===== src/hw/lpt_params.svh =====
// Register offsets, field positions, reset values and counts for the LCD pixel clock and bias timing block.
// Assumes inclusion by bare name from the design modules and the testbench.
`ifndef LPT_PARAMS_SVH
`define LPT_PARAMS_SVH

// ----------------------------------------------------------------
// Register byte offsets
// ----------------------------------------------------------------
`define LPT_OFF_CTRL 4'h0
`define LPT_OFF_TIMING 4'h4
`define LPT_OFF_STATUS 4'h8

// ----------------------------------------------------------------
// Field positions and masks
// ----------------------------------------------------------------
`define LPT_CTRL_ENABLE_BIT 0
`define LPT_CTRL_ACTIVE_BIT 1
`define LPT_TIMING_MASK 32'hff00_ffff

// ----------------------------------------------------------------
// Reset values and counts
// ----------------------------------------------------------------
`define LPT_CTRL_RESET 2'h0
`define LPT_TIMING_RESET 32'h0000_0000
`define LPT_DIV_EXTRA 9'h002

`endif


===== src/hw/lpt_pkg.sv =====
// Types shared by the LCD pixel clock and bias timing block.
// Assumes lpt_params.svh is on the include path.
package lpt_pkg;

    // ----------------------------------------------------------------
    // Register layouts
    // ----------------------------------------------------------------
    typedef struct packed {
        logic active;
        logic enable;
    } lpt_ctrl_s;

    typedef struct packed {
        logic [7:0] frame_start_wait;
        logic [7:0] reserved;
        logic [7:0] bias_toggle_period;
        logic [7:0] pixel_clock_divisor;
    } lpt_timing_s;

    // ----------------------------------------------------------------
    // Frame sequencer states
    // ----------------------------------------------------------------
    typedef enum logic [2:0] {
        ST_IDLE = 3'b001,
        ST_WAIT = 3'b010,
        ST_DATA = 3'b100
    } lpt_state_e;

endpackage


===== src/hw/lpt_pix_div.sv =====
// Pixel clock divider: half period of divisor plus two clock cycles.
// Assumes the divisor is non-zero and is steady while run is high.
`timescale 1ns/10ps
`include "lpt_params.svh"

module lpt_pix_div (
    input wire logic clk_i,            // System clock.
    input wire logic reset_n_i,        // Asynchronous reset, active low.
    input wire logic run_i,            // Divider runs while high.
    input wire logic [7:0] divisor_i,  // Pixel clock divisor.
    output logic pclk_o,               // Divided clock level.
    output logic rise_o                // Pulse in the first cycle of a high phase.
);

    logic [8:0] cnt;
    wire [8:0] last = {1'b0, divisor_i} + `LPT_DIV_EXTRA - 9'h001;
    wire half_end = (cnt == last);

    always_ff @(posedge clk_i or negedge reset_n_i) begin
        if (!reset_n_i) begin
            cnt <= 9'h000;
            pclk_o <= 1'b0;
            rise_o <= 1'b0;
        end else if (!run_i) begin
            cnt <= 9'h000;
            pclk_o <= 1'b0;
            rise_o <= 1'b0;
        end else begin
            cnt <= half_end ? 9'h000 : cnt + 9'h001;
            pclk_o <= half_end ? ~pclk_o : pclk_o;
            rise_o <= half_end & ~pclk_o;
        end
    end
endmodule // lpt_pix_div


===== src/hw/lpt_timing.sv =====
// LCD pixel clock, bias pin and beginning-of-frame wait timing with an Avalon-MM register slave.
// Assumes a single 100 MHz clock and software that only changes timing fields while disabled.
//
// Contract
// Non-zero frame start wait inserts that value plus one line clocks before pixels.
// An 8-bit pixel clock divisor field selects the pixel clock frequency.
// Software writes divisor values 1 to 255 only; zero is illegal.
// Pixel clock equals CPU clock over twice divisor plus two.
// The 8-bit bias toggle period sets line clocks between bias pin toggles.
// In passive mode, enabling loads the period into an 8-bit line-clock down counter.
// At zero the counter stops, the bias pin inverts, the counter reloads and repeats.
// Software writes the bias period as the wanted line count minus one.
// Software should set the bias period to maximum for self-switching panels.
// In active mode the bias period has no effect on the bias pin.
// In active mode the bias pin is an output enable while pixels are driven.
// In active mode the pixel clock toggles continuously.
// Display type bit one selects active mode, zero selects passive mode.
// Software disables the controller before changing timing fields.
// While disabled, bias counter and divider stay idle with the bias pin low.
//
// Decided for this implementation: the register addresses and register access over Avalon-MM.
`timescale 1ns/10ps
`include "lpt_params.svh"

module lpt_timing import lpt_pkg::*; #(
    parameter int LINE_PIXELS = 16,  // Pixel clocks per line.
    parameter int FRAME_LINES = 8    // Data lines per frame.
) (
    input wire logic clk_i,                // System clock, 100 MHz.
    input wire logic reset_n_i,            // Asynchronous reset, active low.
    input wire logic [3:0] avs_address_i,  // Byte address.
    input wire logic avs_read_i,           // Read request.
    input wire logic avs_write_i,          // Write request.
    input wire logic [31:0] avs_writedata_i,  // Write data.
    input wire logic [3:0] avs_byteenable_i,  // Write byte lanes.
    output logic [31:0] avs_readdata_o,    // Read data.
    output logic avs_waitrequest_o,        // Stall, active high.
    output logic pclk_o,                   // Pixel clock to the panel.
    output logic bias_o,                   // Bias pin or output enable.
    output logic pixel_valid_o,            // Pixels are being driven.
    output logic line_clk_o                // One-cycle pulse at each line end.
);

    localparam int PW = $clog2(LINE_PIXELS + 1);

    // ----------------------------------------------------------------
    // Register bus
    // ----------------------------------------------------------------
    lpt_ctrl_s ctrl;
    logic [31:0] timing_q;
    lpt_state_e state;
    logic [7:0] bcnt;
    logic [8:0] lcnt;

    wire bus_req = avs_read_i | avs_write_i;
    wire wr_take = avs_write_i & ~avs_waitrequest_o;
    wire sel_ctrl = (avs_address_i == `LPT_OFF_CTRL);
    wire sel_timing = (avs_address_i == `LPT_OFF_TIMING);
    wire sel_status = (avs_address_i == `LPT_OFF_STATUS);
    wire lpt_timing_s tf = lpt_timing_s'(timing_q & `LPT_TIMING_MASK);
    wire [31:0] status_word = {27'h0, state == ST_DATA, state == ST_WAIT, pixel_valid_o, bias_o, pclk_o};
    wire [31:0] rd_mux = sel_ctrl ? {30'h0, ctrl} :
                         sel_timing ? 32'(tf) :
                         sel_status ? status_word : 32'h0000_0000;

    always_ff @(posedge clk_i or negedge reset_n_i) begin
        if (!reset_n_i) begin
            avs_waitrequest_o <= 1'b1;
            avs_readdata_o <= 32'h0000_0000;
        end else begin
            avs_waitrequest_o <= ~(bus_req & avs_waitrequest_o);
            avs_readdata_o <= rd_mux;
        end
    end

    always_ff @(posedge clk_i or negedge reset_n_i) begin
        if (!reset_n_i) begin
            ctrl <= `LPT_CTRL_RESET;
        end else if (wr_take && sel_ctrl && avs_byteenable_i[0]) begin
            ctrl <= lpt_ctrl_s'(avs_writedata_i[1:0]);
        end
    end

    // Each byte lane picks its own next value, so one register process owns the whole word.
    wire [31:0] next_timing;

    for (genvar b = 0; b < 4; b++) begin : g_tlane
        assign next_timing[8*b +: 8] = (wr_take && sel_timing && avs_byteenable_i[b]) ?
                                       avs_writedata_i[8*b +: 8] : timing_q[8*b +: 8];
    end

    always_ff @(posedge clk_i or negedge reset_n_i) begin
        if (!reset_n_i) begin
            timing_q <= `LPT_TIMING_RESET;
        end else begin
            timing_q <= next_timing;
        end
    end

    // ----------------------------------------------------------------
    // Pixel clock and line clock
    // ----------------------------------------------------------------
    logic div_pclk;
    logic pix_rise;
    logic [PW-1:0] pix_cnt;

    lpt_pix_div u_div (
        .clk_i(clk_i),
        .reset_n_i(reset_n_i),
        .run_i(ctrl.enable),
        .divisor_i(tf.pixel_clock_divisor),
        .pclk_o(div_pclk),
        .rise_o(pix_rise)
    );

    wire line_end = pix_rise && (pix_cnt == PW'(LINE_PIXELS - 1));

    always_ff @(posedge clk_i or negedge reset_n_i) begin
        if (!reset_n_i) begin
            pix_cnt <= '0;
        end else if (!ctrl.enable || line_end) begin
            pix_cnt <= '0;
        end else if (pix_rise) begin
            pix_cnt <= pix_cnt + PW'(1);
        end
    end

    // ----------------------------------------------------------------
    // Frame sequencer
    // ----------------------------------------------------------------
    lpt_state_e next_state;
    logic [8:0] next_lcnt;
    wire wait_on = (tf.frame_start_wait != 8'h00);
    wire lcnt_zero = (lcnt == 9'h000);

    always_comb begin
        next_state = state;
        next_lcnt = lcnt;
        unique case (state)
            ST_IDLE: begin
                if (wait_on) begin
                    next_state = ST_WAIT;
                    next_lcnt = {1'b0, tf.frame_start_wait};
                end else begin
                    next_state = ST_DATA;
                    next_lcnt = 9'(FRAME_LINES - 1);
                end
            end
            ST_WAIT: begin
                if (line_end && lcnt_zero) begin
                    next_state = ST_DATA;
                    next_lcnt = 9'(FRAME_LINES - 1);
                end else if (line_end) begin
                    next_lcnt = lcnt - 9'h001;
                end
            end
            ST_DATA: begin
                if (line_end && lcnt_zero) begin
                    next_state = ST_IDLE;
                end else if (line_end) begin
                    next_lcnt = lcnt - 9'h001;
                end
            end
        endcase
        if (!ctrl.enable) begin
            next_state = ST_IDLE;
            next_lcnt = 9'h000;
        end
    end

    always_ff @(posedge clk_i or negedge reset_n_i) begin
        if (!reset_n_i) begin
            state <= ST_IDLE;
            lcnt <= 9'h000;
        end else begin
            state <= next_state;
            lcnt <= next_lcnt;
        end
    end

    // ----------------------------------------------------------------
    // Bias counter and pin outputs
    // ----------------------------------------------------------------
    wire passive_run = ctrl.enable && !ctrl.active;
    wire bias_flip = passive_run && line_end && (bcnt == 8'h00);
    wire data_next = ctrl.enable && (next_state == ST_DATA);

    always_ff @(posedge clk_i or negedge reset_n_i) begin
        if (!reset_n_i) begin
            bcnt <= 8'h00;
        end else if (!ctrl.enable || bias_flip) begin
            bcnt <= tf.bias_toggle_period;
        end else if (passive_run && line_end) begin
            bcnt <= bcnt - 8'h01;
        end
    end

    always_ff @(posedge clk_i or negedge reset_n_i) begin
        if (!reset_n_i) begin
            bias_o <= 1'b0;
            pixel_valid_o <= 1'b0;
            pclk_o <= 1'b0;
            line_clk_o <= 1'b0;
        end else begin
            bias_o <= !ctrl.enable ? 1'b0 : ctrl.active ? data_next : bias_o ^ bias_flip;
            pixel_valid_o <= data_next;
            pclk_o <= div_pclk & (ctrl.active | data_next);
            line_clk_o <= line_end;
        end
    end
endmodule // lpt_timing


===== config.mk =====
export PLATFORM = sky130hd
export DESIGN_NAME = lpt_timing
export DESIGN_NICKNAME = d
export VERILOG_FILES = /design/src/hw/lpt_pkg.sv /design/src/hw/lpt_pix_div.sv /design/src/hw/lpt_timing.sv
export VERILOG_INCLUDE_DIRS = /design/src /design/src/hw
export SDC_FILE = /design/constraint.sdc
export NUM_CORES = 1
export LEC_CHECK = 0
export BUFFER_PORTS_ARGS = -buffer_cell sky130_fd_sc_hd__buf_2
export CAP_MARGIN = 20
export CORE_MARGIN = 2
export CORE_UTILIZATION = 29
export CTS_BUF_LIST = sky130_fd_sc_hd__clkbuf_2
export DETAILED_ROUTE_END_ITERATION = 10
export MAX_ROUTING_LAYER = met4
export PLACE_DENSITY = 0.53
export SYNTH_ARGS = -nofsm -noshare
export SYNTH_HDL_FRONTEND = slang
export SYNTH_SLANG_ARGS = --single-unit

===== constraint.sdc =====
create_clock -name clk_i -period 6.3 [get_ports clk_i]
set_input_delay 1.575 -clock clk_i [delete_from_list [all_inputs] [get_ports clk_i]]
set_output_delay 1.575 -clock clk_i [all_outputs]
set_load 0.02 [all_outputs]

# Word level (Yosys, flattened, before mapping)
# Index checks and enable logic that the tools add are counted.
[totals] word_cells=91 input_bits=44 register_bits=99 output_inout_bits=37
[op_classes] addsub=6 mux=25 reduce_logical=22 bitwise=10 n_eq_ne=10
[ops] cell="2-to-1 mux 32 bit" n=2
[ops] cell="2-to-1 mux 9 bit" n=6
[ops] cell="one-hot mux 9 bit (3 select lines)" n=1
[ops] cell="2-to-1 mux 8 bit" n=3
[ops] cell="subtractor 9 x 1 -> 9 bit (second input constant)" n=2
[ops] cell="2-to-1 mux 5 bit" n=3
[ops] cell="logical AND 1 bit" n=12
[ops] cell="2-to-1 mux 3 bit" n=4
[ops] cell="adder 8 x 2 -> 9 bit (second input constant)" n=1
[ops] cell="adder 9 x 1 -> 9 bit (second input constant)" n=1
[ops] cell="equality test 9 bit" n=1
[ops] cell="zero test 9 bit" n=1
[ops] cell="one-hot mux 3 bit (3 select lines)" n=1
[ops] cell="zero test 8 bit" n=1
[ops] cell="nonzero test 8 bit" n=1
[ops] cell="subtractor 8 x 1 -> 8 bit (second input constant)" n=1
[ops] cell="equality test 3 bit (second input constant)" n=2
[ops] cell="adder 5 x 1 -> 5 bit (second input constant)" n=1
[ops] cell="equality test 5 x 4 -> 1 bit (second input constant)" n=1
[ops] cell="2-to-1 mux 1 bit" n=5
[ops] cell="AND 1 bit" n=4
[ops] cell="equality test 4 x 3 -> 1 bit (second input constant)" n=1
[ops] cell="equality test 4 bit (second input constant)" n=1
[ops] cell="zero test 4 bit" n=1
[ops] cell="other kinds (10)" n=16

# Depth between registers and ports, before layout
[logic_depth] ltp_word=10 ltp_mapped=9 mapped_depth_nobuf=9

# Cells and area by module
# A second synthesis with hierarchy kept.
[hier_totals] cells_unflattened=396 area_unflattened_um2=4369.2
[modules_own_cells] module="lpt_timing" instances=1 area_per_inst_um2=3562.2 cells_each=309 seq_area_each_um2=2004.4
[modules_own_cells] module="lpt_pix_div" instances=1 area_per_inst_um2=807.0 cells_each=87 seq_area_each_um2=275.3

# Worst setup path before layout
# Ideal clock, no wire load.
[synth_timing] path_type="input port to flip-flop" startpoint="input avs_address_i[1]" endpoint="register timing_q[0]" path_stages=4 setup_ps=125 required_time_ps=6175 setup_slack_ps=3368 n_path_buf=1 arrival_time_ps=2807 cell_sequence="nor4b_2 -> and4b_1 -> buf_2 -> mux2_2"
[synth_between] elab_chain_len=3
[synth_rtl] item="from (decl)" line="lpt_timing.sv:31" rtl="input wire logic [3:0] avs_address_i,"
[synth_rtl] item="equality test 4 x 3 -> 1 bit (no line)"
[synth_rtl] item="logical AND 1 bit (2 in series)" line="lpt_timing.sv:88" rtl="assign next_timing[8*b +: 8] = (wr_take && sel_timing && avs_byteenable_i[b]) ?"
[synth_rtl] item="to (signal assigned)" line="lpt_timing.sv:94" rtl="timing_q <= `LPT_TIMING_RESET;"
[synth_rtl] item="to (signal assigned)" line="lpt_timing.sv:96" rtl="timing_q <= next_timing;"
[synth_rtl] item="to (decl)" line="lpt_timing.sv:50" rtl="logic [31:0] timing_q;"
# No other way between the ends.
# A chain may end at the register's enable or synchronous reset.

# Worst setup path after layout
# Same ends and word-level chain as after synthesis.

==> summary.log <==
[worst_hold_path] Worst Hold Launch timing_q[10]
[clocking] CTS tree done
[timing] Worst slew margin 0.452
[synthesis] cell accounting for the most synthesized area dfrtp_1
[synthesis] Top FF cell, synth dfrtp_1
[floorplanning] effective utilization at floorplan 0.295
[setup_path] Slowest-stage cell, CP nor4b_4
[routing] average vias per placed instance 4.75
[timing] setup repair after global routing missed its margin no
[synthesis] gate count after technology mapping 388
[timing] clock tree skew after final layout 0.0248 ns
[synthesis] synthesis-stage register bit count 91
[synthesis] post-synth cell types 61
[pwr] power after layout 0.00157 W
[floorplanning] number of core rows 44
[clocking] clock-pin slew reported for the worst setup and hold paths after clock tree synthesis 0.23 ns
[clocking] clock buffer count from CTS 9
[synthesis] mux share of post-synthesis cell area 0.0677
[clocking] Clk Tree Root Cell clkbuf_2
[routing] DRT Pass-1 Iters 4
[setup_path] category of the worst setup path launch point input pin
[timing] Max Slew Vio Count 0
[setup_path] Max FO, Critical Path 16
[setup_path] maximum cell stage delay along the critical path 0.74 ns
[clocking] number of sinks driven by the clock tree 91
[setup_path] worst setup slack for register-to-register paths 3.73 ns
[synthesis] adder-cell area share of the yosys netlist 0.0176
[pwr] Peak supply drop 113 uV
[setup_path] data required time at the worst endpoint 6.79 ns
[cells_and_area] final antenna diode count 0
[synthesis] mean instance size in the synthesized netlist 11.0 um^2
[synthesis] top post-synthesis cells by area dfrtp_1 (52%), mux2_2 (6.1%), nor2_1 (3.4%), xor2_1 (3.3%), and2_1 (2.9%)
[timing] setup TNS 0 ns
[clocking] CTS max path bufs 2
[clocking] number of buffers added for setup after CTS 0
[setup_path] crit path buf inv count 1
[setup_path] critical register-to-register path startpoint pix_cnt[0]
[synthesis] Post-synth EDFFs 0
[clocking] deepest level of the CTS H-tree 3
[routing] total via count after detailed routing 3,056
[grt] antenna violations before repair 0
[worst_hold_path] worst hold path class reg2reg
[timing] measured slew at the worst slew-check pin 0.819 ns
[routing] antenna violation net count after detailed routing 0
[grt] global-route wire length before repair 16.0 mm
[setup_path] worst endpoint data arrival time 3.46 ns
[pwr] Power Density 321 nW/um^2
[synthesis] area share of and/or/nand/nor cells after synthesis 0.185
[grt] maximum number of pins on one net before global-route repair 50
[grt] via count of the first global-routing pass 3,124
[worst_hold_path] WHS Path Cells 1
[cells_and_area] share of layout cells above drive strength 1 0.274
[pwr] leakage power summed over all cells 2.41 nW
[setup_path] type of the worst setup path in2reg
[timing] number of setup violations in the final report 0
[floorplanning] DIE WIDTH 125 um
[floorplanning] Die Area 15,700 um^2
[placement] half-perimeter wire length after detailed placement 6.83 mm
[synthesis] largest family of logic cells by synthesized area simple AND/OR/NAND/NOR gates
[grt] global route total overflow 0
[routing] DRC Markers 0
[floorplanning] Die Span Y 125 um
[cells_and_area] layout overhead on the synthesized area 15.0%
[setup_path] Crit. End Element register
[synthesis] synthesized-area fraction occupied by ao, oa, aoi and oai cells 0.101
[placement] count of input and output buffers 63
[setup_path] number of cells on the worst reg-to-reg path 9
[synthesis] area of the mapped netlist 4270 um^2
[floorplanning] boundary pin count 81
[run_status] run status completed
[clocking] CTS Hold Bufs 0
[clocking] PostCTS Resize Cnt 0
[timing] worst hold slack after final layout 0.519 ns
[routing] Post-Route WL 9.40 mm
[clocking] worst skew pair latency 0.57 ns
[timing] maximum operating frequency 337 MHz
[worst_hold_path] worst hold endpoint avs_readdata_o[10]
[cells_and_area] Design Area, Final 4910 um^2
[synthesis] Synth Area in XOR/XNOR 0.0574
[routing] initial detailed-routing violation count 122
[timing] Hold Vio Cnt, Final 0
[setup_path] category of cells accounting for the largest share of critical-path delay simple AND/OR/NAND/NOR gates
[synthesis] post-synth top area share 0.522
[timing] min Tclk post-route 2.97 ns
[placement] Area after DPL 4780 um^2
[timing] crit share post-route 0.471
[grt] combined global-route utilization of all metal layers 0.131
[setup_path] r2r endpoint lcnt[7]
[run] max-capacitance violation count 0
[synthesis] sequential element share of the synthesized area 0.534
[placement] last weighted congestion value of the routability-driven placer 0.799
[setup_path] ordered cell list for the critical path buf_2 > nor4b_4 > and4b_1 > mux2_2
[synthesis] share of flip-flops with an asynchronous set or reset 1.00
[cells_and_area] utilization after layout 0.339
[cells_and_area] # nets final 505
[floorplanning] core area 14,500 um^2
[synthesis] total number of yosys warnings 0
[routing] post-detailed-route wirelength per cell 14.6 um
worst reg2reg max path: cells and delay by family, from the launching register on:
family	cells	cell delay [ns]
AND/OR/NAND/NOR	5	1.27
AO/OA/AOI/OAI	1	0.17
XOR/XNOR	1	0.12
adder cells (fa/ha/maj)	2	0.49
flip-flops	1	0.44
cell families after synthesis:
family	count (synthesis)
mux	26
flops	91
compound gates	57
xor+xnor	28
fa+ha+maj	6
other cells	1
buf+inv	32
simple gates	147
state kept, by name, summed over array words and instances, names as in the netlist:
| signal | count |
|---|---|
| state | 3 |
| u_div.cnt | 9 |
| pix_cnt | 5 |
| avs_readdata_o | 24 |
| ctrl | 2 |
| line_clk_o | 1 |
| bcnt | 8 |
| lcnt | 9 |
| pclk_o | 1 |
| u_div.rise_o | 1 |
| pixel_valid_o | 1 |
| timing_q | 24 |
| bias_o | 1 |
| u_div.pclk_o | 1 |
| avs_waitrequest_o | 1 |
synthesized netlist by cell type, types with 2 or more instances:
master / instances
nand2_2: 3
clkbuf_1: 4
or3_1: 2
and4b_1: 3
a22oi_1: 11
o311ai_0: 2
nand3_1: 11
o21a_1: 2
o221ai_1: 2
nand2b_1: 3
and2_1: 20
buf_4: 8
mux2_2: 23
xnor2_1: 12
nand4_1: 2
dfrtp_1: 89
o41ai_1: 3
nand2_1: 27
or4_1: 3
inv_1: 14
ha_1: 6
dfstp_2: 2
a21oi_1: 10
and3_1: 2
o21ai_0: 11
buf_2: 5
o311ai_1: 2
xor2_1: 16
nor3b_1: 3
nor4_1: 6
nor3_1: 11
mux2i_1: 3
nor2_1: 39
final cells by class:
cell class / instances / area, um^2
Multi-Input combinational cell: 272 / 1870
Fill cell: 1470 / 9570
Sequential cell: 91 / 2280
Clock inverter: 5 / 78.8
Tap cell: 184 / 230
Inverter: 15 / 56.3
Timing Repair Buffer: 66 / 340
Clock buffer: 11 / 55.1
how the worst max path moves through the flow:
stage / to / start / depth (start not counted)
2_1_floorplan: timing_q[0] / avs_address_i[1] / 4
3_3_place_gp: timing_q[7] / avs_address_i[1] / 4
3_5_place_dp: timing_q[2] / avs_address_i[1] / 4
4_1_cts: avs_waitrequest_o / avs_waitrequest_o / 1
5_1_grt: timing_q[2] / avs_address_i[1] / 4
6_report: timing_q[0] / avs_address_i[1] / 4
power breakdown:
part | total [W] | switching, W | internal (W) | leakage, nW
logic | 0.000438 | 0.000248 | 0.000190 | 1.12
clock network | 0.000331 | 0.000197 | 0.000134 | 0.0859
registers | 0.000805 | 0.000119 | 0.000686 | 1.21
total | 0.00157 | 0.000564 | 0.00101 | 2.41
metrics by stage:
| stage | cells | setup slack (ns) |
|---|---|---|
| after CTS | 644 | 3.31 |
| after detailed placement | 628 | 2.62 |
| after global placement | 628 | 2.65 |
| final | 644 | 3.33 |
| after global routing | 644 | 3.25 |
| after floorplan | 395 | 3.37 |
cells in the final DEF (no fill, tap or decap), types with 11 or more instances in the layout:
cell      synthesis  layout
inv_1            14      14
a22oi_1          11      11
nor3_1           11      11
and2_1           20      20
buf_2             5      62
clkbuf_2          0      11
nand2_1          27      27
nand3_1          11      11
nor2_1           39      39
xor2_1           16      16
xnor2_1          12      12
o21ai_0          11      11
mux2_2           23      23
dfrtp_1          89      89
per-layer routing:
metal,routed length (um),global-route usage
met3,511,0.0462
met2,4650,0.214
met4,74,0.0235
met5,0,-
met1,4170,0.158
No activity file was read; power rests on OpenSTA's default activity.
